`config.mk`:
```
export PLATFORM = sky130hd
export DESIGN_NAME = ifs_top
export DESIGN_NICKNAME = d
export VERILOG_FILES = /design/src/ifs_pkg.sv /design/src/ifs_top.sv /design/src/ifs_scl_timer.sv
export VERILOG_INCLUDE_DIRS = /design/src
export SDC_FILE = /design/constraint.sdc
export NUM_CORES = 1
export LEC_CHECK = 0
export ABC_AREA = 0
export BUFFER_PORTS_ARGS = -buffer_cell sky130_fd_sc_hd__buf_4
export CAP_MARGIN = 20
export CORE_ASPECT_RATIO = 0.7
export CORE_MARGIN = 2
export CORE_UTILIZATION = 44
export DETAILED_ROUTE_END_ITERATION = 10
export GPL_ROUTABILITY_DRIVEN = 0
export PLACE_DENSITY = 0.69
export SYNTH_ARGS = -nofsm -noshare
export SYNTH_HDL_FRONTEND = slang
export SYNTH_SLANG_ARGS = --single-unit
export TNS_END_PERCENT = 5
```
`constraint.sdc`:
```
create_clock -name CLOCK -period 5.7 [get_ports CLOCK]
set_clock_uncertainty 0.2 [all_clocks]
set_input_delay 0.57 -clock CLOCK [delete_from_list [all_inputs] [get_ports CLOCK]]
set_output_delay 0.57 -clock CLOCK [all_outputs]
set_load 0.1 [all_outputs]
```
`src/ifs_params.svh`:
```
/*
  Offsets, field positions, reset values and limits of the fast SCL timing
  and masked interrupt status block.
  Assumes 32-bit APB data with byte addresses on an 8-bit address bus.
*/
`ifndef IFS_PARAMS_SVH
`define IFS_PARAMS_SVH

// ----------------------------------------------------------------
// register byte offsets
// ----------------------------------------------------------------
`define IFS_ADDR_FAST_HIGH 8'h1c
`define IFS_ADDR_FAST_LOW  8'h20
`define IFS_ADDR_IRQ_STAT  8'h2c
`define IFS_ADDR_IRQ_MASK  8'h30
`define IFS_ADDR_ENABLE    8'h6c

// ----------------------------------------------------------------
// fields, resets and limits
// ----------------------------------------------------------------
`define IFS_CNT_W          16
`define IFS_IRQ_W          14
`define IFS_ENABLE_BIT     0
`define IFS_FAST_HIGH_MIN  16'h0006
`define IFS_FAST_LOW_MIN   16'h0008
`define IFS_COUNT_RESET    16'h0000
`define IFS_MASK_RESET     14'h0000

`endif

```
`src/ifs_pkg.sv`:
```
/*
  Types shared by the fast SCL timing block and its bench.
  Assumes ifs_params.svh is on the include path.
*/
`include "ifs_params.svh"

package ifs_pkg;

  // ----------------------------------------------------------------
  // bus request carrier
  // ----------------------------------------------------------------
  typedef struct packed {
    logic        psel;
    logic        penable;
    logic        pwrite;
    logic [7:0]  paddr;
    logic [31:0] pwdata;
  } ifs_apb_req_t;

  // ----------------------------------------------------------------
  // bus speed of the transfer engine
  // ----------------------------------------------------------------
  typedef enum logic [1:0] {
    IFS_SPEED_STD  = 2'h0,
    IFS_SPEED_FAST = 2'h1,
    IFS_SPEED_HIGH = 2'h3
  } ifs_speed_t;

endpackage : ifs_pkg

```
`src/ifs_top.sv`:
```
/*
  Fast and fast-plus SCL high/low count registers, controller enable and
  interrupt mask registers, masked interrupt status, and the SCL timer that
  uses the fast counts, all behind an APB slave.
  Assumes raw interrupt bits, speed mode and run come from the transfer
  engine on the same clock; APB master follows the usual two-phase protocol.
*/
// Our own choice: the APB interface to the registers.
`include "ifs_params.svh"

module ifs_top (
  // clock and reset
  input  wire logic                  CLOCK,
  input  wire logic                  RST_N,
  // apb slave
  input  wire ifs_pkg::ifs_apb_req_t APB_REQ,
  output logic [31:0]                PRDATA,
  output logic                       PREADY,
  output logic                       PSLVERR,
  // transfer engine side
  input  wire ifs_pkg::ifs_speed_t   SPEED_MODE,
  input  wire logic                  HS_SPECIAL_TX,
  input  wire logic                  SCL_RUN,
  input  wire logic [15:0]           OTHER_HIGH_COUNT,
  input  wire logic [15:0]           OTHER_LOW_COUNT,
  input  wire logic [13:0]           RAW_IRQ,
  // status to the controller
  output logic                       ENABLE,
  output logic                       FAST_TIMING_SEL,
  output logic                       SCL_LEVEL
);
  import ifs_pkg::*;

  // ----------------------------------------------------------------
  // state
  // ----------------------------------------------------------------
  typedef struct packed {
    logic                  en;
    logic [`IFS_CNT_W-1:0] fast_high;
    logic [`IFS_CNT_W-1:0] fast_low;
    logic [`IFS_IRQ_W-1:0] mask;
    logic [31:0]           rdata;
    logic                  err;
  } ifs_state_t;

  ifs_state_t st;
  ifs_state_t next_st;

  logic                  setup;
  logic                  wr_acc;
  logic                  mapped;
  logic [`IFS_CNT_W-1:0] wr_cnt;
  logic [`IFS_IRQ_W-1:0] masked_irq;
  logic                  fast_sel;
  logic [`IFS_CNT_W-1:0] tmr_high;
  logic [`IFS_CNT_W-1:0] tmr_low;

  // ----------------------------------------------------------------
  // apb decode
  // ----------------------------------------------------------------
  assign setup  = APB_REQ.psel && !APB_REQ.penable;
  assign wr_acc = APB_REQ.psel && APB_REQ.penable && APB_REQ.pwrite;
  assign wr_cnt = APB_REQ.pwdata[`IFS_CNT_W-1:0];
  assign masked_irq = RAW_IRQ & st.mask;

  always_comb begin
    case (APB_REQ.paddr)
      `IFS_ADDR_FAST_HIGH, `IFS_ADDR_FAST_LOW, `IFS_ADDR_IRQ_STAT,
      `IFS_ADDR_IRQ_MASK, `IFS_ADDR_ENABLE: mapped = 1'b1;
      default: mapped = 1'b0;
    endcase
  end

  always_comb begin
    next_st = st;
    // read data is latched in setup so it leaves a flop in the access phase
    if (setup) begin
      next_st.err = !mapped;
      case (APB_REQ.paddr)
        `IFS_ADDR_FAST_HIGH: next_st.rdata = {16'h0000, st.fast_high};
        `IFS_ADDR_FAST_LOW:  next_st.rdata = {16'h0000, st.fast_low};
        `IFS_ADDR_IRQ_STAT:  next_st.rdata = {18'h00000, masked_irq};
        `IFS_ADDR_IRQ_MASK:  next_st.rdata = {18'h00000, st.mask};
        `IFS_ADDR_ENABLE:    next_st.rdata = {31'h00000000, st.en};
        default:             next_st.rdata = 32'h00000000;
      endcase
    end
    if (wr_acc) begin
      case (APB_REQ.paddr)
        `IFS_ADDR_FAST_HIGH: begin
          if (!st.en) begin
            next_st.fast_high = (wr_cnt < `IFS_FAST_HIGH_MIN) ?
                                `IFS_FAST_HIGH_MIN : wr_cnt;
          end
        end
        `IFS_ADDR_FAST_LOW: begin
          if (!st.en) begin
            next_st.fast_low = (wr_cnt < `IFS_FAST_LOW_MIN) ?
                               `IFS_FAST_LOW_MIN : wr_cnt;
          end
        end
        `IFS_ADDR_IRQ_MASK: next_st.mask = APB_REQ.pwdata[`IFS_IRQ_W-1:0];
        `IFS_ADDR_ENABLE:   next_st.en = APB_REQ.pwdata[`IFS_ENABLE_BIT];
        // status is read-only: a write is accepted and dropped
        default: next_st.en = st.en;
      endcase
    end
  end

  always_ff @(posedge CLOCK) begin
    if (!RST_N) begin
      st <= '{en: 1'b0, fast_high: `IFS_COUNT_RESET, fast_low: `IFS_COUNT_RESET,
              mask: `IFS_MASK_RESET, rdata: 32'h00000000, err: 1'b0};
    end else begin
      st <= next_st;
    end
  end

  assign PREADY  = 1'b1;
  assign PRDATA  = st.rdata;
  assign PSLVERR = st.err && APB_REQ.psel && APB_REQ.penable;
  assign ENABLE  = st.en;

  // ----------------------------------------------------------------
  // scl timing select
  // ----------------------------------------------------------------
  // a zero fast count before programming still toggles, just too fast
  assign fast_sel = (SPEED_MODE == IFS_SPEED_FAST) ||
                    (SPEED_MODE == IFS_SPEED_HIGH && HS_SPECIAL_TX);
  assign tmr_high = fast_sel ? st.fast_high : OTHER_HIGH_COUNT;
  assign tmr_low  = fast_sel ? st.fast_low  : OTHER_LOW_COUNT;
  assign FAST_TIMING_SEL = fast_sel;

  ifs_scl_timer #(
    .W (`IFS_CNT_W)
  ) u_timer (
    .clk        (CLOCK),
    .rst_n      (RST_N),
    .run        (SCL_RUN),
    .high_count (tmr_high),
    .low_count  (tmr_low),
    .scl_level  (SCL_LEVEL)
  );
endmodule : ifs_top

```
`src/ifs_scl_timer.sv`:
```
/*
  SCL period generator: holds SCL high for high_count cycles, then low for
  low_count cycles, while run is high; idles high otherwise.
  Assumes counts and run come from logic on the same clock.
*/
`include "ifs_params.svh"

module ifs_scl_timer #(
  parameter int W = `IFS_CNT_W
) (
  // clock and reset
  input  wire logic         clk,
  input  wire logic         rst_n,
  // control
  input  wire logic         run,
  input  wire logic [W-1:0] high_count,
  input  wire logic [W-1:0] low_count,
  // line level
  output logic              scl_level
);
  import ifs_pkg::*;

  typedef struct packed {
    logic [W-1:0] cnt;
    logic         level;
  } ifs_tmr_t;

  ifs_tmr_t st;
  ifs_tmr_t next_st;
  logic [W-1:0] limit;

  always_comb begin
    next_st = st;
    limit   = st.level ? high_count : low_count;
    if (!run) begin
      next_st.cnt   = '0;
      next_st.level = 1'b1;
    end else if (st.cnt + W'(1) >= limit) begin
      // >= keeps a zero count from stalling the line
      next_st.cnt   = '0;
      next_st.level = ~st.level;
    end else begin
      next_st.cnt = st.cnt + W'(1);
    end
  end

  always_ff @(posedge clk) begin
    if (!rst_n) begin
      st <= '{cnt: '0, level: 1'b1};
    end else begin
      st <= next_st;
    end
  end

  assign scl_level = st.level;

endmodule : ifs_scl_timer

```
# ---- Yosys cells after proc, flatten, opt, wreduce, memory -nomap -nowiden
# Index checks and enable logic that the tools add are counted.
dict set report word_totals {
  out_inout_bits 37
  word_cells 47
  inputBits 95
  register_bits 97
}
dict set report classes {
  n_bitwise 5
  reduce_logical 16
  n_lt_le_gt_ge 3
  n_addsub 1
  muxes 7
  eq_ne 7
}
# operator n
set ops {}
lappend ops {{two-way mux 16 bit} 5}
lappend ops {{one-hot mux 16 bit (5 select lines)} 1}
lappend ops {{== test 8 x 6 -> 1 bit, second input constant} 3}
lappend ops {{adder 16 x 1 -> 16 bit, second input constant} 1}
lappend ops {{greater-or-equal comparator 16 bit} 1}
lappend ops {{less-than comparator 16 x 3 -> 1 bit, second input constant} 1}
lappend ops {{less-than comparator 16 x 4 -> 1 bit, second input constant} 1}
lappend ops {{AND 14 bit} 1}
lappend ops {{== test 8 x 5 -> 1 bit, second input constant} 1}
lappend ops {{== test 8 x 7 -> 1 bit, second input constant} 1}
lappend ops {{logical AND 1 bit} 6}
lappend ops {{AND reduction 2 bit} 3}
lappend ops {{AND reduction 3 bit} 2}
lappend ops {{OR reduction 5 bit} 1}
lappend ops {{NOT 1 bit} 4}
lappend ops {{OR reduction 3 bit} 1}
lappend ops {{== test 2 x 1 -> 1 bit, second input constant} 1}
lappend ops {{== test 2 bit, second input constant} 1}
lappend ops {{zero test 1 bit} 2}
lappend ops {{logical OR 1 bit} 1}
lappend ops {{two-way mux 1 bit} 1}

# ---- Depth between registers and ports, before layout
dict set report depth {
  ltp_word 7
  depth_mapped 12
  ltp_nobuf 10
}

# ---- Hierarchy
# Synthesis repeated with hierarchy kept, for this count alone.
dict set report hier_totals {
  cells_unflattened 527
  hier_area_um2 5123.7
}
# module seq_area_each_um2 instances cells_each area_per_inst_um2
set modules_own_cells {}
lappend modules_own_cells {ifs_top 1281.2 1 397 3861.2}
lappend modules_own_cells {ifs_scl_timer 340.3 1 130 1262.5}

# ---- Worst setup path after synthesis
# Ideal clock, no wire load.
dict set report synth_timing {
  path_kind {flip-flop to flip-flop}
  from {register u_timer.st (netlist bit u_timer.scl_level)}
  to {register u_timer.st (netlist bit u_timer.scl_level)}
  arrival_ns 3.588
  setup_ns 0.121
  setup_slack_ns 1.791
  synth_period_minus_slack_ns 3.909
  path_stages_with_launch 11
  required_time_ns 5.379
  path_buffers 2
  cell_sequence {dfxtp_1 buf_2 buf_2 mux4_2 inv_1 ha_1 nand4_2 nor3_2 or4b_4 nand3_1 mux2_2}
}
dict set report synth_via {
  elab_chain_len 2
  elab_cells_between_ends 3
  cone_classes {order compare (1); mux (1); bitwise (1)}
}
# element line
set synth_rtl {}
lappend synth_rtl {{start: declaration} ifs_scl_timer.sv:28} ;# ifs_tmr_t st;
lappend synth_rtl {{start signal: assignment} ifs_scl_timer.sv:49} ;# st <= '{cnt: '0, level: 1'b1};
lappend synth_rtl {{start signal: assignment} ifs_scl_timer.sv:51} ;# st <= next_st;
lappend synth_rtl {{two-way mux 16 bit} ifs_scl_timer.sv:34} ;# limit = st.level ? high_count : low_count;
lappend synth_rtl {{greater-or-equal comparator 16 bit} ifs_scl_timer.sv:38} ;# end else if (st.cnt + W'(1) >= limit) begin
# Parallel ways exist; a longest one is shown, timed or not.
# A chain may end at the register's enable or synchronous reset.

# ---- Worst setup path in the final report
dict set report layout_timing {
  from {input port SPEED_MODE[1]}
  to {register u_timer.st[5] (netlist name)}
}
dict set report layout_via {
  elab_chain_len 7
  elab_cells_between_ends 9
  cone_classes {order compare (1); eq/ne (2); mux (3); reduce/logical (3)}
}
# element line
set layout_rtl {}
lappend layout_rtl {{start: declaration} ifs_top.sv:21} ;# input wire ifs_pkg::ifs_speed_t SPEED_MODE,
lappend layout_rtl {{== test 2 bit} ifs_top.sv:129} ;# (SPEED_MODE == IFS_SPEED_HIGH && HS_SPECIAL_TX);
lappend layout_rtl {{logical AND 1 bit} ifs_top.sv:129}
lappend layout_rtl {{logical OR 1 bit *} ifs_top.sv:128} ;# assign fast_sel = (SPEED_MODE == IFS_SPEED_FAST) ||
lappend layout_rtl {{two-way mux 16 bit, on equally long branches} {ifs_top.sv:131, ifs_top.sv:130}}
lappend layout_rtl {{two-way mux 16 bit *} ifs_scl_timer.sv:34}
lappend layout_rtl {{greater-or-equal comparator 16 bit *} ifs_scl_timer.sv:38}
lappend layout_rtl {{OR reduction 3 bit (no line) *} -}
# Every way passes the cells marked *; elsewhere a longest branch is shown, timed or not.

==> flow_summary.ini <==
[placed_design]
pre_cts_ws_ns = 1.78
place_area_sq_mm = 0.00532
portBuffers = 98
hpwl_um = 9430

[worst_setup_path]
slowest_stage = o21ai_2
r2r_end = u_timer.scl_level
startpoint_type = input pin
r2r_start = u_timer.st[3]
criticalPathCategory = in -> reg
cp_max_fo = 16
r2r_cells = 10
worstPathRequired_ns = 5.78
worst-endpoint-arrival_ns = 3.63
end_kind = flop
max_stage_delay_ns = 0.50
r2r_setup_slack_ns = 2.26
crit_chain = buf_4, inv_1, o21ai_2, buf_4, mux4_2, inv_1, ha_1, a21o_1, a21o_1, a2111oi_4, nand4_4, nor2b_1

[clocking]
cts.path.max_buffers = 2
holdBufCountCts = 0
cts_resized = 0
numCtsBuffers = 9
cts_post_setup_buffers_inserted = 0
clock_latency_ns = 0.35
clkSinkCount = 81
cts_tree = built
cts_root_buffer = clkbuf_16
clkTransAtPathRegs_ns = 0.06
cts_max_level = 3

[status]
status = complete, no violations

[pwr]
p_per_area_mw_per_mm2 = 239
peakVddDrop_v = 0.000145
p_leak_nw = 2.21

[synthesis]
yosys-top-cells-area = dfxtp_1 34%, nand2_1 8.6%, mux4_2 7.6%
ys_seq_area_frac = 0.342
synth-main-ff-cell = dfxtp_1
synth_edf_count = 0
syn_area_per_cell_sq_um = 8.88
synth_top_family_by_area = simple AND/OR/NAND/NOR gates
synth_cells = 534
ys_warn_count = 0
synth.most_common_cell = nand2_1
synthArstFlopShare = 0
synthMuxAreaShare = 0.0805
syn_area_sq_mm = 0.00474
synth_top_area_frac = 0.342
yosys.area_share.xor_xnor = 0.0259
ys_ff_latch = 81
synth_compound_area_frac = 0.187
synth_fa_ha_area_frac = 0.0449
synth_area_leader_cell = dfxtp_1
yosysUniqueCellTypes = 55
synthSimpleGateAreaFrac = 0.217
yosys-top-cells-count = 108 x nand2_1, 81 x dfxtp_1, 38 x a21boi_0

[floorplan]
rows = 31
die_h_um = 90.8
coreArea_sq_mm = 0.0104
pin_count = 132
die_area_sq_mm = 0.0116
die_width_um = 128
initial_core_util = 0.454

[min_path]
hold_path_startpoint = st[36]
hold_path_class = reg -> reg
hold_end = st[36]
worstHoldPathCells = 2

[global_routing]
grt_busiest_layer = met2
use_met1 = 0.309
grt_start_max_net_pins = 55
grt_overflow = 0
grt_use_met2 = 0.330
grt_pass1_vias = 4048
grt_pass1_wl_um = 20100
grt_use_met3 = 0.0527
grt_use_total = 0.218
antenna_found_initial = 0

[route]
viasPerCell = 5.52
totalWireLength_um = 12600
ant_nets = 0
drt_iter0_markers = 281
vias = 4063
dr.pass1.iters = 4
drc_errors = 0
avgRoutedWirePerCell_um = 17.1

[final_layout]
syn_to_final_growth_pct = 18.8
nets = 711
diodes = 0
drive_above_1_share = 0.265
final_cell_area_sq_mm = 0.00563

[sta]
setup_ws_ns = 2.15
finalSetupViolCount = 0
layout_min_cycle_time_ns = 3.55
finalCritPeriodShare = 0.624
report.final.hold_viol_count = 0
rsz0062_at_grt = no
slew_headroom = 0.377
slew_viol_final = 0
max_freq_mhz = 281
max_slew.worst_pin.slew_ns = 0.928
setup_tns_ns = 0

[flow_run]
maxCapViolations = 0
-- routing by layer --
layer,vias up,part of all wire
met1,1942,0.48
li1,1959,-
met3,15,0.078
met4,0,0.011
met2,147,0.43
met5,-,0
-- cell usage in the layout, fill, tap and decap left out, drive strengths merged, types with 17 or more instances in the layout --
cell	synthesis	routed
a21boi	43	43
a21oi	19	19
buf	47	102
conb	2	17
dfxtp	81	81
ha	17	17
inv	22	24
nand2	109	109
nor2b	18	18
-- cell type report --
| type | instances | area, sq um |
|---|---|---|
| clock buffers | 9 | 225 |
| clock inverters | 7 | 76.3 |
| fillers | 955 | 4800 |
| inverters | 22 | 82.6 |
| multi-input cells | 383 | 2690 |
| flip-flops and latches | 81 | 1620 |
| well taps | 132 | 165 |
| repair buffers | 102 | 766 |
-- how the worst max path moves through the flow --
| stage | from | to | slack, ns | cells after the start |
|---|---|---|---|---|
| after floorplan | u_timer.scl_level | u_timer.scl_level | 1.79 | 10 |
| after global placement | SPEED_MODE[1] | u_timer.st[16] | 1.90 | 12 |
| after detailed placement | SPEED_MODE[1] | u_timer.st[4] | 1.78 | 12 |
| after CTS | SPEED_MODE[1] | u_timer.st[4] | 2.14 | 12 |
| after global routing | SPEED_MODE[1] | u_timer.st[7] | 1.95 | 12 |
| final | SPEED_MODE[1] | u_timer.st[5] | 2.15 | 12 |
-- critical path, delay by kind of cell --
family	cells	cell delay, ns
muxes	1	0.32
AOI/OAI and AO/OA	4	1.37
and+or+nand+nor	2	0.58
buffers and inverters	4	0.53
adders and majority gates	1	0.25
-- stage by stage --
step                       util  std cells  hold slack, ns  total power, mW
after floorplan               -        549           0.235            0.702
after global placement    0.510        719           0.244            0.757
after detailed placement  0.510        719           0.253            0.759
after CTS                 0.539        735           0.261             1.35
after global routing      0.540        736           0.288             1.38
final                     0.540        736           0.262             1.34
-- flip-flops by register name, indices dropped and copies added, names as in the netlist --
signal and count:
PRDATA 16, ENABLE 1, u_timer.scl_level 1, st 47
u_timer.st 16
-- power breakdown --
group | total (mW) | switching (mW) | leakage (nW) | internal [mW]
Clock | 0.595 | 0.252 | 0.142 | 0.342
Sequential | 0.569 | 0.00132 | 0.653 | 0.568
Combinational | 0.180 | 0.115 | 1.41 | 0.0642
Total | 1.34 | 0.369 | 2.21 | 0.974
-- logic make-up after synthesis --
| logic type | count (synthesis) |
|---|---|
| AND/OR/NAND/NOR | 196 |
| adder cells (fa/ha/maj) | 17 |
| AO/OA/AOI/OAI | 121 |
| XOR/XNOR | 14 |
| other | 2 |
| multiplexers | 18 |
| buffers and inverters | 85 |
| flip-flops | 81 |
(Power assumes the default switching activity.)
